File: config.mk
export PLATFORM = sky130hd
export DESIGN_NAME = fct_top
export DESIGN_NICKNAME = d
export VERILOG_FILES = /design/src/logic/fct_pkg.sv /design/src/logic/fct_top.sv
export SDC_FILE = /design/constraint.sdc
export NUM_CORES = 1
export LEC_CHECK = 0
export BUFFER_PORTS_ARGS = -buffer_cell sky130_fd_sc_hd__buf_2
export CAP_MARGIN = 40
export CELL_PAD_IN_SITES_DETAIL_PLACEMENT = 2
export CELL_PAD_IN_SITES_GLOBAL_PLACEMENT = 2
export CORE_ASPECT_RATIO = 1.4
export CORE_MARGIN = 10
export CORE_UTILIZATION = 27
export DETAILED_ROUTE_END_ITERATION = 7
export HOLD_SLACK_MARGIN = 0.05
export PLACE_DENSITY = 0.63
export SYNTH_ARGS = -nofsm -noshare
export SYNTH_HDL_FRONTEND = slang
export SYNTH_SLANG_ARGS = --single-unit
File: constraint.sdc
create_clock -name aclk -period 2.85 [get_ports aclk]
set_input_delay 0.1425 -clock aclk [delete_from_list [all_inputs] [get_ports aclk]]
set_output_delay 0.1425 -clock aclk [all_outputs]
set_load 0.02 [all_outputs]
File: src/logic/fct_pkg.sv
/*
 * constants, register map and carrier types for the fringe counter and turnaround block.
 * assumes one 50 MHz clock and synchronous, active-low reset.
 */
package fct_pkg;
    // ****************************************
    // register map, byte addresses
    // ****************************************
    localparam logic [7:0] ADDR_CTRL    = 8'h00;
    localparam logic [7:0] ADDR_CMD     = 8'h04;
    localparam logic [7:0] ADDR_START   = 8'h08;
    localparam logic [7:0] ADDR_LATCH0  = 8'h0c;
    localparam logic [7:0] ADDR_LATCH1  = 8'h10;
    localparam logic [7:0] ADDR_STATUS  = 8'h14;
    localparam logic [7:0] ADDR_IRQ_ST  = 8'h18;
    localparam logic [7:0] ADDR_IRQ_MSK = 8'h1c;
    localparam logic [7:0] ADDR_DISPLAY = 8'h20;
    // ****************************************
    // field positions and reset values
    // ****************************************
    localparam int CTRL_GATE_BIT  = 0;
    localparam int CMD_LATCH_BIT  = 0;
    localparam int CMD_INIT_BIT   = 1;
    localparam int CMD_LOAD_BIT   = 2;
    localparam int STAT_DIR_BIT   = 0;
    localparam int STAT_ENDA_BIT  = 1;
    localparam int STAT_ENDB_BIT  = 2;
    localparam int IRQ_TURN_BIT   = 0;
    localparam int IRQ_ENDA_BIT   = 1;
    localparam int IRQ_ENDB_BIT   = 2;
    localparam int IRQ_W          = 3;
    localparam logic [15:0] STAGE_RST  = 16'hffff;
    localparam logic [7:0]  DISP_MASK  = 8'hf0;
    localparam logic [1:0]  RESP_OKAY  = 2'b00;
    localparam logic [1:0]  RESP_SLVERR = 2'b10;
    // ****************************************
    // carrier types
    // ****************************************
    typedef struct packed {
        logic [15:0] cnt;
        logic [15:0] start;
        logic        armed;
        logic        tick_q;
    } fct_stage_t;
    typedef struct packed {
        logic [15:0] lo;
        logic [15:0] hi;
    } fct_pair_t;
endpackage : fct_pkg

File: src/logic/fct_top.sv
/*
 * fringe counters for two lasers, end-of-track direction latch and masked display port,
 * reached over axi4-lite.
 * assumes fringe and detector inputs synchronous to aclk, one pulse per fringe high level.
 */
// The implementer's own choices: the AXI4-Lite register port and the register offsets.
// What this block does
// - fringe pulse ANDed with gate clocks the first counter stage.
// - each stage is a 16-bit down-counter that reloads its start value from zero.
// - two stages cascade per laser, first output clocks second.
// - latch command copies current counts without disturbing counting.
// - new start value takes effect only at the stage's next pulse.
// - optional init pulse ORed into both stage clocks.
// - detector inputs high while beam clear, low while blocked.
// - detectors set/reset direction latch; software cannot alter direction.
`timescale 1ns/1ps
module fct_top (
    input  wire logic        aclk,
    input  wire logic        aresetn,
    input  wire logic [31:0] s_axi_awaddr,
    input  wire logic        s_axi_awvalid,
    output logic             s_axi_awready,
    input  wire logic [31:0] s_axi_wdata,
    input  wire logic [3:0]  s_axi_wstrb,
    input  wire logic        s_axi_wvalid,
    output logic             s_axi_wready,
    output logic [1:0]       s_axi_bresp,
    output logic             s_axi_bvalid,
    input  wire logic        s_axi_bready,
    input  wire logic [31:0] s_axi_araddr,
    input  wire logic        s_axi_arvalid,
    output logic             s_axi_arready,
    output logic [31:0]      s_axi_rdata,
    output logic [1:0]       s_axi_rresp,
    output logic             s_axi_rvalid,
    input  wire logic        s_axi_rready,
    input  wire logic [1:0]  fringe_in,
    input  wire logic        end_a_clear,
    input  wire logic        end_b_clear,
    output logic             motor_dir,
    output logic [7:0]       display_port,
    output logic             irq
);
    // ****************************************
    // counter stages
    // ****************************************
    logic [1:0]        gate_ff;
    logic [1:0]        nxt_gate;
    logic              init_ff;
    logic              nxt_init;
    logic              load_ff;
    logic              nxt_load;
    logic              latch_ff;
    logic              nxt_latch;
    logic [15:0]       start_ff;
    logic [15:0]       nxt_start;
    fct_pkg::fct_stage_t st_ff  [4];
    fct_pkg::fct_stage_t nxt_st [4];
    fct_pkg::fct_pair_t  lat_ff [2];
    fct_pkg::fct_pair_t  nxt_lat[2];
    logic [3:0]        tick;
    logic [3:0]        wrap;

    always_comb
    begin
        for (int l = 0; l < 2; l++)
        begin
            tick[2*l]   = (fringe_in[l] & gate_ff[l]) | init_ff;
            wrap[2*l]   = tick[2*l] & st_ff[2*l].armed & (st_ff[2*l].cnt == 16'h0000);
            tick[2*l+1] = wrap[2*l] | init_ff;
            wrap[2*l+1] = tick[2*l+1] & st_ff[2*l+1].armed & (st_ff[2*l+1].cnt == 16'h0000);
        end
        for (int s = 0; s < 4; s++)
        begin
            nxt_st[s] = st_ff[s];
            nxt_st[s].tick_q = tick[s];
            if (tick[s])
            begin
                if (!st_ff[s].armed)
                begin
                    nxt_st[s].cnt   = st_ff[s].start;
                    nxt_st[s].armed = 1'b1;
                end
                else if (st_ff[s].cnt == 16'h0000)
                    nxt_st[s].cnt = st_ff[s].start;
                else
                    nxt_st[s].cnt = st_ff[s].cnt - 16'h0001;
            end
            if (load_ff)
            begin
                nxt_st[s].start = start_ff;
                nxt_st[s].armed = 1'b0;
            end
        end
        for (int l = 0; l < 2; l++)
        begin
            nxt_lat[l] = lat_ff[l];
            if (latch_ff)
            begin
                nxt_lat[l].lo = st_ff[2*l].cnt;
                nxt_lat[l].hi = st_ff[2*l+1].cnt;
            end
        end
    end

    always_ff @(posedge aclk)
    begin
        if (!aresetn)
        begin
            for (int s = 0; s < 4; s++)
                st_ff[s] <= '{cnt: fct_pkg::STAGE_RST, start: fct_pkg::STAGE_RST, armed: 1'b0, tick_q: 1'b0};
            for (int l = 0; l < 2; l++)
                lat_ff[l] <= '{lo: 16'h0000, hi: 16'h0000};
        end
        else
        begin
            st_ff  <= nxt_st;
            lat_ff <= nxt_lat;
        end
    end

    // ****************************************
    // direction latch
    // ****************************************
    logic dir_ff;
    logic nxt_dir;
    logic end_a_lo;
    logic end_b_lo;

    always_comb
    begin
        end_a_lo = ~end_a_clear;
        end_b_lo = ~end_b_clear;
        nxt_dir  = dir_ff;
        if (end_a_lo & ~end_b_lo)
            nxt_dir = 1'b1;
        else if (end_b_lo & ~end_a_lo)
            nxt_dir = 1'b0;
    end

    always_ff @(posedge aclk)
    begin
        if (!aresetn)
            dir_ff <= 1'b0;
        else
            dir_ff <= nxt_dir;
    end

    // ****************************************
    // interrupt status
    // ****************************************
    logic [fct_pkg::IRQ_W-1:0] ist_ff;
    logic [fct_pkg::IRQ_W-1:0] nxt_ist;
    logic [fct_pkg::IRQ_W-1:0] imsk_ff;
    logic [fct_pkg::IRQ_W-1:0] nxt_imsk;
    logic [fct_pkg::IRQ_W-1:0] ev;
    logic [fct_pkg::IRQ_W-1:0] w1c;
    logic                      end_a_q;
    logic                      end_b_q;
    logic                      irq_ff;

    always_comb
    begin
        ev[fct_pkg::IRQ_TURN_BIT] = nxt_dir != dir_ff;
        ev[fct_pkg::IRQ_ENDA_BIT] = end_a_lo & ~end_a_q;
        ev[fct_pkg::IRQ_ENDB_BIT] = end_b_lo & ~end_b_q;
        nxt_ist = (ist_ff & ~w1c) | ev;
    end

    always_ff @(posedge aclk)
    begin
        if (!aresetn)
        begin
            ist_ff  <= '0;
            imsk_ff <= '0;
            end_a_q <= 1'b0;
            end_b_q <= 1'b0;
            irq_ff  <= 1'b0;
        end
        else
        begin
            ist_ff  <= nxt_ist;
            imsk_ff <= nxt_imsk;
            end_a_q <= end_a_lo;
            end_b_q <= end_b_lo;
            irq_ff  <= |(nxt_ist & nxt_imsk);
        end
    end

    // ****************************************
    // axi4-lite slave
    // ****************************************
    logic        aw_ff, nxt_aw, w_ff, nxt_w, b_ff, nxt_b, r_ff, nxt_r;
    logic [7:0]  awa_ff, nxt_awa;
    logic [31:0] wd_ff, nxt_wd;
    logic [3:0]  ws_ff, nxt_ws;
    logic [1:0]  bresp_ff, nxt_bresp, rresp_ff, nxt_rresp;
    logic [31:0] rd_ff, nxt_rd, wmask, wval;
    logic [7:0]  disp_ff, nxt_disp;
    logic        do_wr;
    logic        awrdy_ff, nxt_awrdy, wrdy_ff, nxt_wrdy, ardy_ff, nxt_ardy;

    always_comb
    begin
        nxt_aw = aw_ff; nxt_awa = awa_ff;
        nxt_w  = w_ff;  nxt_wd  = wd_ff; nxt_ws = ws_ff;
        nxt_b  = b_ff;  nxt_bresp = bresp_ff;
        nxt_r  = r_ff;  nxt_rresp = rresp_ff; nxt_rd = rd_ff;
        nxt_gate = gate_ff; nxt_start = start_ff; nxt_imsk = imsk_ff; nxt_disp = disp_ff;
        nxt_init = 1'b0; nxt_load = 1'b0; nxt_latch = 1'b0;
        w1c = '0;
        if (s_axi_awvalid && !aw_ff)
        begin
            nxt_aw  = 1'b1;
            nxt_awa = s_axi_awaddr[7:0];
        end
        if (s_axi_wvalid && !w_ff)
        begin
            nxt_w  = 1'b1;
            nxt_wd = s_axi_wdata;
            nxt_ws = s_axi_wstrb;
        end
        for (int i = 0; i < 4; i++)
            wmask[8*i +: 8] = {8{ws_ff[i]}};
        wval  = wd_ff & wmask;
        do_wr = aw_ff && w_ff && !b_ff;
        if (do_wr)
        begin
            nxt_aw = 1'b0;
            nxt_w  = 1'b0;
            nxt_b  = 1'b1;
            nxt_bresp = fct_pkg::RESP_OKAY;
            case (awa_ff)
                fct_pkg::ADDR_CTRL:    nxt_gate = (gate_ff & ~wmask[1:0]) | wval[1:0];
                fct_pkg::ADDR_CMD:
                begin
                    nxt_latch = wval[fct_pkg::CMD_LATCH_BIT];
                    nxt_init  = wval[fct_pkg::CMD_INIT_BIT];
                    nxt_load  = wval[fct_pkg::CMD_LOAD_BIT];
                end
                fct_pkg::ADDR_START:   nxt_start = (start_ff & ~wmask[15:0]) | wval[15:0];
                fct_pkg::ADDR_IRQ_ST:  w1c = wval[fct_pkg::IRQ_W-1:0];
                fct_pkg::ADDR_IRQ_MSK: nxt_imsk = (imsk_ff & ~wmask[fct_pkg::IRQ_W-1:0]) | wval[fct_pkg::IRQ_W-1:0];
                fct_pkg::ADDR_DISPLAY:
                    if (ws_ff[0])
                        nxt_disp = (disp_ff & ~fct_pkg::DISP_MASK) | (wd_ff[7:0] & fct_pkg::DISP_MASK);
                default: nxt_bresp = fct_pkg::RESP_SLVERR;
            endcase
        end
        if (b_ff && s_axi_bready)
            nxt_b = 1'b0;
        if (r_ff && s_axi_rready)
            nxt_r = 1'b0;
        if (s_axi_arvalid && !r_ff)
        begin
            nxt_r = 1'b1;
            nxt_rresp = fct_pkg::RESP_OKAY;
            case (s_axi_araddr[7:0])
                fct_pkg::ADDR_CTRL:    nxt_rd = {30'h0, gate_ff};
                fct_pkg::ADDR_START:   nxt_rd = {16'h0, start_ff};
                fct_pkg::ADDR_LATCH0:  nxt_rd = {lat_ff[0].hi, lat_ff[0].lo};
                fct_pkg::ADDR_LATCH1:  nxt_rd = {lat_ff[1].hi, lat_ff[1].lo};
                fct_pkg::ADDR_STATUS:  nxt_rd = {29'h0, end_b_lo, end_a_lo, dir_ff};
                fct_pkg::ADDR_IRQ_ST:  nxt_rd = {29'h0, ist_ff};
                fct_pkg::ADDR_IRQ_MSK: nxt_rd = {29'h0, imsk_ff};
                fct_pkg::ADDR_DISPLAY: nxt_rd = {24'h0, disp_ff};
                fct_pkg::ADDR_CMD:     nxt_rd = 32'h0000_0000;
                default:
                begin
                    nxt_rd = 32'h0000_0000;
                    nxt_rresp = fct_pkg::RESP_SLVERR;
                end
            endcase
        end
        nxt_awrdy = ~nxt_aw;
        nxt_wrdy  = ~nxt_w;
        nxt_ardy  = ~nxt_r;
    end

    always_ff @(posedge aclk)
    begin
        if (!aresetn)
        begin
            aw_ff <= 1'b0; awa_ff <= 8'h00; w_ff <= 1'b0; wd_ff <= 32'h0; ws_ff <= 4'h0;
            awrdy_ff <= 1'b1;
            wrdy_ff  <= 1'b1;
            ardy_ff  <= 1'b1;
            b_ff <= 1'b0; bresp_ff <= 2'b00; r_ff <= 1'b0; rresp_ff <= 2'b00; rd_ff <= 32'h0;
            gate_ff <= 2'b00; start_ff <= fct_pkg::STAGE_RST; disp_ff <= 8'h00;
            init_ff <= 1'b0; load_ff <= 1'b0; latch_ff <= 1'b0;
        end
        else
        begin
            aw_ff <= nxt_aw; awa_ff <= nxt_awa; w_ff <= nxt_w; wd_ff <= nxt_wd; ws_ff <= nxt_ws;
            b_ff <= nxt_b; bresp_ff <= nxt_bresp; r_ff <= nxt_r; rresp_ff <= nxt_rresp; rd_ff <= nxt_rd;
            gate_ff <= nxt_gate; start_ff <= nxt_start; disp_ff <= nxt_disp;
            init_ff <= nxt_init; load_ff <= nxt_load; latch_ff <= nxt_latch;
            awrdy_ff <= nxt_awrdy;
            wrdy_ff  <= nxt_wrdy;
            ardy_ff  <= nxt_ardy;
        end
    end

    assign s_axi_awready = awrdy_ff;
    assign s_axi_wready  = wrdy_ff;
    assign s_axi_bvalid  = b_ff;
    assign s_axi_bresp   = bresp_ff;
    assign s_axi_arready = ardy_ff;
    assign s_axi_rvalid  = r_ff;
    assign s_axi_rresp   = rresp_ff;
    assign s_axi_rdata   = rd_ff;
    assign motor_dir     = dir_ff;
    assign display_port  = disp_ff;
    assign irq           = irq_ff;
endmodule : fct_top

==> results of run 1 <==
[registers in the layout (all words and copies together), names as in the netlist, 2 cells and up]
signal and flops:
display_port 4, imsk_ff 3, s_axi_rdata 32, st_ff 84, wd_ff 16, lat_ff 64, start_ff 16, ist_ff 3
ws_ff 2, gate_ff 2, awa_ff 8
[synth_stat cells, drive strengths merged (4+ instances only)]
cell / count
inv: 49
nor3b: 5
and2: 11
a22oi: 22
or4: 12
nand2b: 9
nand2: 134
o21ai: 103
a31oi: 5
o211ai: 14
nor4b: 6
a32oi: 29
buf: 23
clkbuf: 73
a21o: 5
o22ai: 4
ha: 8
a22o: 11
nor2b: 10
a221oi: 9
o31a: 5
dfxtp: 250
nor2: 119
a221o: 5
a21oi: 61
nand3: 24
or2: 6
a31o: 6
or3: 11
nand4: 21
nor3: 30
mux2i: 132
o31ai: 7
and3: 12
nor4: 16
[metrics by stage]
stage / total power, mW / hold slack (ns) / area (um2) / setup WS (ns) / utilization [%]
after floorplan: 3.81 / 0.215 / 11300 / 0.423 / -
after global placement: 3.93 / 0.376 / 12500 / 0.332 / 30.2
after detailed placement: 3.94 / 0.391 / 12500 / 0.297 / 30.3
after CTS: 7.92 / 0.0618 / 13800 / 0.270 / 33.5
after global routing: 8.09 / 0.123 / 13800 / 0.122 / 33.5
final: 7.79 / 0.0870 / 13800 / 0.255 / 33.5
[routing by layer]
| metal | wire (um) | track usage, % | up-vias |
|---|---|---|---|
| met4 | 1540 | 6.54 | 2 |
| met3 | 1700 | 2.40 | 65 |
| met1 | 17000 | 18.9 | 5276 |
| met2 | 23300 | 32.2 | 161 |
| met5 | 11 | 0 | - |
| li1 | - | - | 4906 |
[worst register-to-register path: stages, from the launching register on]
cell	delay [ns]
dfxtp_1	0.34
inv_1	0.13
ha_1	0.16
or4b_2	0.68
o41a_1	0.66
nor3_1	0.29
a221o_1	0.17
nand2_1	0.05
[power breakdown]
group,total [mW],internal [mW],switching (mW),leakage [nW]
registers,3.57,3.53,0.0339,2.03
clock network,3.89,2.33,1.56,0.476
logic,0.331,0.131,0.200,2.85
[kinds of logic (layout without fill, tap and decap cells)]
kind of cell | after synthesis | after routing
AOI/OAI and AO/OA | 310 | 310
adders and majority gates | 8 | 8
DFF | 250 | 250
and+or+nand+nor | 443 | 443
buffers and inverters | 146 | 277
muxes | 136 | 136
other | 1 | 6
[final timing paths]
check        cells past startpoint                      endpoint                    startpoint  slack [ns]
max                              7       st_ff[128]$_SDFFE_PN1N_       st_ff[120]$_SDFFE_PN1N_        0.25
min                              5   s_axi_rdata[2]$_SDFFE_PN0P_               s_axi_araddr[4]        0.09
max reg2reg                      7       st_ff[128]$_SDFFE_PN1N_       st_ff[120]$_SDFFE_PN1N_        0.25
min reg2reg                      2  s_axi_rdata[17]$_SDFFE_PN0P_  s_axi_rdata[17]$_SDFFE_PN0P_        0.45
[final cells by class]
class | count | area (um2)
fillers | 4718 | 27400
repair buffers | 176 | 1260
flip-flops and latches | 250 | 5010
clock buffers | 40 | 807
well taps | 540 | 676
clock inverters | 11 | 169
inverters | 50 | 190
multi-input cells | 903 | 5700
[cell usage in the layout, fill, tap and decap left out, types with 6 or more instances in the layout]
cell type	count
nor4_1	16
and2_1	10
or4_1	12
a21oi_1	60
or2_2	6
o21ai_0	103
and3_1	12
nand2b_1	9
clkbuf_1	7
nand3_1	24
o211ai_1	14
clkbuf_16	29
ha_1	8
nand2_1	134
dfxtp_1	249
a31o_2	6
nand4_1	21
a32oi_1	29
dlygate4sd3_1	36
or3_1	10
mux2i_1	132
conb_1	6
buf_4	45
nor2b_1	10
a22oi_1	22
nor3_1	30
inv_1	49
o31ai_1	7
buf_2	89
a22o_1	11
a221oi_1	9
nor2_1	119
[what timing repair did]
| item | in CTS | in global routing |
|---|---|---|
| setup endpoints to repair | 0 | 0 |
| hold endpoints to repair | 38 | 0 |
| hold buffers | 36 | 0 |
==> metrics.yaml, run 1 <==
gp_congestion: 0.830
min_period_ns: 2.60
worst-path-buf-inv: 1
cp_slowest_cell: "or4b_2"
drcViolationCount: 0
crit_family: "simple AND/OR/NAND/NOR gates"
die_x_um: 193
rsz0062_at_grt: "false"
max_freq_mhz: 385
die-area_um2: 50400
dp_cells: 1883
synth_edf_count: 0
vias: 10400
tns_ns: 0
cts.sinks: 250
worst_slew_pin_slew_ns: 0.860
first_global_vias: 11300
grt_first_pass_wirelength_um: 67800
worstSetupEndpointType: "register"
cellPowerDensity_nw_per_um2: 564
synth_cells: 1294
post_drt_wl_per_cell_um: 22.1
cts_tree: "done"
synth_top_family_by_area: "simple AND/OR/NAND/NOR gates"
critPathArrivalTime_ns: 3.03
finalCritPeriodShare_pct: 91.1
max_cap_viol_count: 0
worstSkewPairLatency_ns: 0.57
synthAdderAreaFrac_pct: 0.889
avgViaCountPerCell: 5.28
yosys.cell_types.count: 67
cts_inserted_buffers: 28
coreArea_um2: 41200
path_class: "register to register"
yosys.area_share.simple_pct: 19.2
syn2layout_area_growth_pct: 22.7
htree_num_levels: 1
cp.required_ns: 3.29
post_cts_resized: 0
start_kind: "register"
outcome: "finished, final reports clean"
num_antenna_cells: 0
p_leak_nw: 5.35
synthXorXnorAreaFrac_pct: 0
cts_buffer_depth: 3
max-vdd-ir-drop_v: 0.000411
post_cts_buffers: 0
rows: 88
syn_area_per_cell_um2: 8.70
grt_overflow_total: 0
drtIter0Drc: 444
final_nets: 1528
async_flop_share_pct: 0
drive_gt1_share_pct: 14.6
yosysWarnings: 0
seq_area_frac_synth_pct: 44.5
routed_wl_um: 43600
antenna_left: 0
cpPeakStageDelay_ns: 0.68
grt_max_degree: 94
path_clk_slew_ns: 0.07
relSlewSlack_pct: 42.6
synth_compound_area_share_pct: 18.0
skew_ns: 0.0106
stdcell_count: 1970
io_buffers: 89
synth_flop_cell: "dfxtp_1"
initial_core_util_pct: 27.3
yosysTopAreaCell: "dfxtp_1"
ios: 162
antenna_found_initial: 1
dr.pass1.iters: 4
synth_seq_cells: 250
root_buffer: "clkbuf_16"
hold_viol_final: 0
synth.cell_area_um2: 11300
dp_hpwl_um: 31200
slew_violations: 0
synth_area_leaders: "dfxtp_1, mux2i_1, o21ai_0, nand2_1, nor2_1"
path_cells: "inv_1, ha_1, or4b_2, o41a_1, nor3_1, a221o_1, nand2_1"
yosysTopAreaCellShare_pct: 44.5
synthMuxAreaShare_pct: 12.2
setup_violations: 0
die_y_um: 262
grt_use_total_pct: 17.2
min_path_type: "input pin to register"
worstPathMaxFanout: 17
(Power assumes the default switching activity.)
==> run 2, diff against run 1 <==
==> constraint.sdc (replaced) <==
create_clock -name aclk -period 2.85 [get_ports aclk]
set_input_delay 0 -clock aclk [delete_from_list [all_inputs] [get_ports aclk]]
set_output_delay 0 -clock aclk [all_outputs]
set_load 0.02 [all_outputs]
==> metrics.yaml, run 2 (same netlist as run 1, synthesis figures left out) <==
cpPeakStageDelay_ns: 0.65  # was 0.68 ns
dp_hpwl_um: 31200  # about the same
clockPowerShare_pct: 49.1  # was 50.0%
min_to: "s_axi_rdata[0]$_SDFFE_PN0P_"  # was s_axi_rdata[2]$_SDFFE_PN0P_
grt_first_pass_wirelength_um: 69000  # was 67800 um
grt_max_degree: 54  # was 94
outcome: "finished, final reports clean"  # unchanged
p_sw_mw: 1.79  # was 1.80 mW
syn2layout_area_growth_pct: 25.7  # was 22.7%
ff2ff_setup_slack_ns: 0.24  # was 0.25 ns
multi_input_area_um2: 5700  # unchanged
rsz0062_at_grt: "false"  # unchanged
internal_power_mw: 5.96  # was 5.99 mW
r2r_start: "st_ff[120]$_SDFFE_PN1N_"  # unchanged
final_nets: 1569  # was 1528
dp_slack_ns: 0.298  # was 0.297 ns
max_cap_viol_count: 0  # unchanged
fin_util_pct: 34.4  # was 33.5%
dr.pass1.iters: 5  # was 4
rows: 88  # unchanged
final_common_cell: "dfxtp_1"  # unchanged
largest_reg_flops: 84  # unchanged
routed_wl_um: 44200  # was 43600 um
place_area_um2: 12500  # about the same
root_buffer: "clkbuf_16"  # unchanged
cts.sinks: 250  # unchanged
drive_gt1_share_pct: 14.6  # about the same
whs_ns: 0.203  # was 0.0870 ns
cts_buffer_depth: 3  # unchanged
vias: 10500  # was 10400
worst_slew_pin_slew_ns: 0.930  # was 0.860 ns
gr-usage-met1_pct: 19.0  # was 18.9%
final_cell_mix: "dfxtp_1, nand2_1, mux2i_1, nor2_1, o21ai_0"  # unchanged
rr_worst_depth: 9  # was 7
grt_use_total_pct: 17.6  # was 17.2%
post_drt_wl_per_cell_um: 22.0  # was 22.1 um
coreArea_um2: 41200  # unchanged
min-delay-start: "s_axi_araddr[3]"  # was s_axi_araddr[4]
combPwrFrac_pct: 4.8  # was 4.3%
die_y_um: 262  # unchanged
cpMostUsedCell: "buf_4"
start_kind: "register"  # unchanged
worstPathMaxFanout: 7  # was 17
drcViolationCount: 0  # unchanged
seq_area_um2: 5010  # unchanged
htree_num_levels: 1  # unchanged
top_usage_layer: "met2"  # unchanged
power.share.sequential_pct: 46.0  # was 45.8%
nFillCells: 4643  # was 4718
regMostFlops: "st_ff"  # unchanged
relSlewSlack_pct: 38.0  # was 42.6%
cts_inserted_buffers: 28  # unchanged
avgViaCountPerCell: 5.22  # was 5.28
min_period_ns: 2.61  # was 2.60 ns
cp.required_ns: 3.26  # was 3.29 ns
cts_tree: "done"  # unchanged
first_global_vias: 11600  # was 11300
die_x_um: 193  # unchanged
slew_violations: 0  # unchanged
grt_util_met3_pct: 2.39  # was 2.40%
drtIter0Drc: 371  # was 444
p_leak_nw: 5.52  # was 5.35 nW
cp_slowest_cell: "or4b_2"  # unchanged
initial_core_util_pct: 27.3  # unchanged
critPathArrivalTime_ns: 3.02  # was 3.03 ns
max-vdd-ir-drop_v: 0.000388  # was 0.000411 V
worstSetupEndpointType: "register"  # unchanged
skew_ns: 0.0331  # was 0.0106 ns
whs_path_depth: 5  # unchanged
die-area_um2: 50400  # unchanged
ios: 162  # unchanged
worst_slack_ns: 0.240  # was 0.255 ns
grt_util_met2_pct: 34.3  # was 32.2%
switching_share_pct: 23.1  # about the same
antenna_left: 0  # unchanged
path_clk_slew_ns: 0.06  # was 0.07 ns
setup_violations: 0  # unchanged
min_path_type: "input pin to register"  # unchanged
worstSkewPairLatency_ns: 0.58  # was 0.57 ns
cellPowerDensity_nw_per_um2: 547  # was 564 nW/um2
antenna_found_initial: 1  # unchanged
finalCritPeriodShare_pct: 91.6  # was 91.1%
max_freq_mhz: 383  # was 385 MHz
io_buffers: 89  # unchanged
final_area_um2: 14200  # was 13800 um2
num_antenna_cells: 0  # unchanged
grt_overflow_total: 0  # unchanged
tns_ns: 0  # unchanged
reg2reg_to: "st_ff[92]$_SDFFE_PN1P_"  # was st_ff[128]$_SDFFE_PN1N_
hold_viol_final: 0  # unchanged
gp_congestion: 0.813  # was 0.830
path_class: "register to register"  # unchanged
path_cells: "inv_1, ha_1, or4b_2, nor4_1, buf_4, a41oi_1, nor2_1, buf_4, a32oi_1"  # was inv_1, ha_1, or4b_2, o41a_1, nor3_1, a221o_1, nand2_1
run 2: worst max-delay path, delay by kind of cell (launching register included):
family | cells | cell delay [ns]
AND/OR/NAND/NOR | 3 | 1.09
buffers and inverters | 3 | 0.50
AO/OA/AOI/OAI | 2 | 0.35
flip-flops | 1 | 0.34
adder cells (fa/ha/maj) | 1 | 0.16
run 2: cell type report:
cell class	count	area share, %
multi-input cells	903	40.3
flip-flops and latches	250	35.4
repair buffers	217	11.4
clock buffers	40	5.76
well taps	540	4.77
inverters	50	1.34
clock inverters	11	1.08
run 2: power by group through the flow:
stage | combinational (mW) | clock, mW | sequential [mW]
2_1_floorplan | 0.166 | 0 | 3.64
3_3_place_gp | 0.282 | 0 | 3.64
3_5_place_dp | 0.294 | 0 | 3.64
4_1_cts | 0.375 | 3.92 | 3.57
5_1_grt | 0.413 | 4.09 | 3.57
6_report | 0.374 | 3.81 | 3.57
run 2: what timing repair did:
| action | in CTS | in global routing |
|---|---|---|
| hold buffers | 73 | 0 |
| hold endpoints to repair | 90 | 0 |
| gates resized for setup | 0 | 0 |
| buffers inserted | 0 | 0 |
run 2: per-layer routing:
metal  up-vias  wire length (um)
met2       159             24300
met4         0               996
met1      5306             17300
met5         -                 0
met3        50              1600
li1       4976                 -
run 2: worst max-delay path by stage:
stage                               to  slack (ns)                    start
2_1_floorplan   st_ff[90]$_SDFFE_PN1P_        0.42  st_ff[120]$_SDFFE_PN1N_
3_3_place_gp    st_ff[96]$_SDFFE_PN1P_        0.33  st_ff[120]$_SDFFE_PN1N_
3_5_place_dp    st_ff[96]$_SDFFE_PN1P_        0.30  st_ff[120]$_SDFFE_PN1N_
4_1_cts         st_ff[96]$_SDFFE_PN1P_        0.21  st_ff[120]$_SDFFE_PN1N_
5_1_grt        st_ff[101]$_SDFFE_PN1P_        0.08  st_ff[120]$_SDFFE_PN1N_
6_report        st_ff[92]$_SDFFE_PN1P_        0.24  st_ff[120]$_SDFFE_PN1N_
run 2: metrics by stage:
stage | power, mW | cells
2_1_floorplan | 3.81 | 1299
3_3_place_gp | 3.93 | 1885
3_5_place_dp | 3.94 | 1887
4_1_cts | 7.86 | 2011
5_1_grt | 8.08 | 2011
6_report | 7.75 | 2011
==> run 3, diff against run 2 <==
--- a/config.mk
+++ b/config.mk
@@ -14,7 +14,7 @@
 export CORE_UTILIZATION = 27
 export DETAILED_ROUTE_END_ITERATION = 7
 export HOLD_SLACK_MARGIN = 0.05
-export PLACE_DENSITY = 0.63
+export PLACE_DENSITY = 0.7
 export SYNTH_ARGS = -nofsm -noshare
 export SYNTH_HDL_FRONTEND = slang
 export SYNTH_SLANG_ARGS = --single-unit
==> metrics.yaml, run 3 (same netlist as run 1, synthesis figures left out) <==
p_total_mw: 7.65  # was 7.75 mW
largest_reg_flops: 84  # unchanged
worst_slew_pin_slew_ns: 0.867  # was 0.930 ns
drcViolationCount: 0  # unchanged
gp_congestion: 0.821  # was 0.813
tns_ns: 0  # unchanged
worstSetupEndpointType: "register"  # unchanged
dr.pass1.iters: 4  # was 5
final_cell_mix: "dfxtp_1, nand2_1, mux2i_1, nor2_1, o21ai_0"  # unchanged
drtIter0Drc: 348  # was 371
clockPowerShare_pct: 49.0  # was 49.1%
ios: 162  # unchanged
hold_viol_final: 0  # unchanged
htree_num_levels: 1  # unchanged
outcome: "finished, final reports clean"  # unchanged
cts_buffer_depth: 3  # unchanged
grt_overflow_total: 0  # unchanged
cellPowerDensity_nw_per_um2: 555  # was 547 nW/um2
regMostFlops: "st_ff"  # unchanged
cts_inserted_buffers: 28  # unchanged
cpPeakStageDelay_ns: 0.65  # about the same
final_common_cell: "dfxtp_1"  # unchanged
setup_violations: 0  # unchanged
dp_hpwl_um: 30800  # was 31200 um
min-delay-start: "s_axi_araddr[4]"  # was s_axi_araddr[3]
min_period_ns: 2.55  # was 2.61 ns
initial_core_util_pct: 27.3  # unchanged
start_kind: "register"  # unchanged
rows: 88  # unchanged
rsz0062_at_grt: "false"  # unchanged
syn2layout_area_growth_pct: 22.4  # was 25.7%
first_global_vias: 11400  # was 11600
critPathArrivalTime_ns: 2.95  # was 3.02 ns
worstPathMaxFanout: 17  # was 7
avgViaCountPerCell: 5.26  # was 5.22
vias: 10400  # was 10500
worstSkewPairLatency_ns: 0.57  # was 0.58 ns
max_cap_viol_count: 0  # unchanged
r2r_start: "st_ff[120]$_SDFFE_PN1N_"  # unchanged
nFillCells: 4694  # was 4643
switching_share_pct: 23.2  # was 23.1%
cts.sinks: 250  # unchanged
grt_first_pass_wirelength_um: 67000  # was 69000 um
max-vdd-ir-drop_v: 0.000360  # was 0.000388 V
reg2reg_to: "st_ff[134]$_SDFFE_PN1N_"  # was st_ff[92]$_SDFFE_PN1P_
io_buffers: 89  # unchanged
cp.required_ns: 3.25  # was 3.26 ns
drive_gt1_share_pct: 14.2  # was 14.6%
min_to: "s_axi_rdata[4]$_SDFFE_PN0P_"  # was s_axi_rdata[0]$_SDFFE_PN0P_
rr_worst_depth: 7  # was 9
cp_slowest_cell: "or4b_2"  # unchanged
path_class: "register to register"  # unchanged
die_y_um: 262  # unchanged
slew_violations: 0  # unchanged
p_sw_mw: 1.77  # was 1.79 mW
post_drt_wl_per_cell_um: 21.8  # was 22.0 um
power.share.sequential_pct: 46.7  # was 46.0%
min_path_type: "input pin to register"  # unchanged
ff2ff_setup_slack_ns: 0.30  # was 0.24 ns
max_freq_mhz: 393  # was 383 MHz
num_antenna_cells: 0  # unchanged
path_clk_slew_ns: 0.07  # was 0.06 ns
root_buffer: "clkbuf_16"  # unchanged
path_cells: "inv_1, ha_1, or4b_2, o41a_1, o31a_1, o21ai_0, o211ai_1"  # was inv_1, ha_1, or4b_2, nor4_1, buf_4, a41oi_1, nor2_1, buf_4, a32oi_1
die_x_um: 193  # unchanged
antenna_left: 0  # unchanged
cts_tree: "done"  # unchanged
grt_max_degree: 57  # was 54
p_leak_nw: 5.34  # was 5.52 nW
grt_use_total_pct: 16.9  # was 17.6%
relSlewSlack_pct: 42.2  # was 38.0%
final_nets: 1531  # was 1569
antenna_found_initial: 0  # was 1
internal_power_mw: 5.88  # was 5.96 mW
combPwrFrac_pct: 4.4  # was 4.8%
die-area_um2: 50400  # unchanged
whs_path_depth: 6  # was 5
post_cts_buffers: 0  # unchanged
finalCritPeriodShare_pct: 89.3  # was 91.6%
skew_ns: 0.0120  # was 0.0331 ns
coreArea_um2: 41200  # unchanged
routed_wl_um: 43100  # was 44200 um
-- run 3: cell type report --
| cell class | instances | area (um2) | area share (%) |
|---|---|---|---|
| Timing Repair Buffer | 179 | 1270 | 9.19 |
| Multi-Input combinational cell | 903 | 5700 | 41.4 |
| Sequential cell | 250 | 5010 | 36.4 |
| Clock inverter | 9 | 138 | 0.999 |
| Tap cell | 540 | 676 | 4.90 |
| Clock buffer | 41 | 800 | 5.80 |
| Inverter | 50 | 190 | 1.38 |
-- run 3: worst max-delay path, delay by kind of cell, from the launching register on --
family / cells / cell delay [ns]
flops: 1 / 0.33
compound gates: 4 / 1.11
buf+inv: 1 / 0.12
simple gates: 1 / 0.65
fa+ha+maj: 1 / 0.16
-- run 3: routing by layer --
layer / share of wire, % / up-vias / global-route usage (%)
met2: 53 / 188 / 31.6
li1: - / 4906 / -
met1: 39 / 5203 / 18.2
met3: 4.1 / 82 / 2.60
met4: 4.5 / 0 / 7.70
met5: 0 / - / 0
-- run 3: through the flow --
step,hold WS [ns],cell area [um2],util [%],setup slack [ns],cells
5_1_grt,0.190,13800,33.5,0.145,1972
3_5_place_dp,0.248,12400,30.1,0.242,1879
2_1_floorplan,0.0724,11300,-,0.423,1299
4_1_cts,0.112,13800,33.5,0.179,1972
3_3_place_gp,0.235,12400,30.1,0.267,1878
6_report,0.129,13800,33.5,0.304,1972
-- run 3: how the worst max path moves through the flow --
stage	cells past startpoint	to	start
2_1_floorplan	8	st_ff[90]$_SDFFE_PN1P_	st_ff[120]$_SDFFE_PN1N_
4_1_cts	8	st_ff[93]$_SDFFE_PN1P_	st_ff[120]$_SDFFE_PN1N_
3_5_place_dp	8	st_ff[97]$_SDFFE_PN1P_	st_ff[120]$_SDFFE_PN1N_
3_3_place_gp	8	st_ff[98]$_SDFFE_PN1P_	st_ff[120]$_SDFFE_PN1N_
6_report	7	st_ff[134]$_SDFFE_PN1N_	st_ff[120]$_SDFFE_PN1N_
5_1_grt	8	st_ff[97]$_SDFFE_PN1P_	st_ff[120]$_SDFFE_PN1N_
-- run 3: power by group through the flow --
stage	sequential [mW]	clock, mW	combinational, mW
5_1_grt	3.57	4.01	0.373
4_1_cts	3.57	3.85	0.337
6_report	3.57	3.75	0.336
3_3_place_gp	3.64	0	0.279
2_1_floorplan	3.64	0	0.166
3_5_place_dp	3.65	0	0.289
-- run 3: repair_timing --
action | in CTS | in global routing
gates resized for setup | 0 | 1
endpoints found under the setup margin | 0 | 7
hold buffers | 43 | 0
endpoints found under the hold margin | 79 | 0
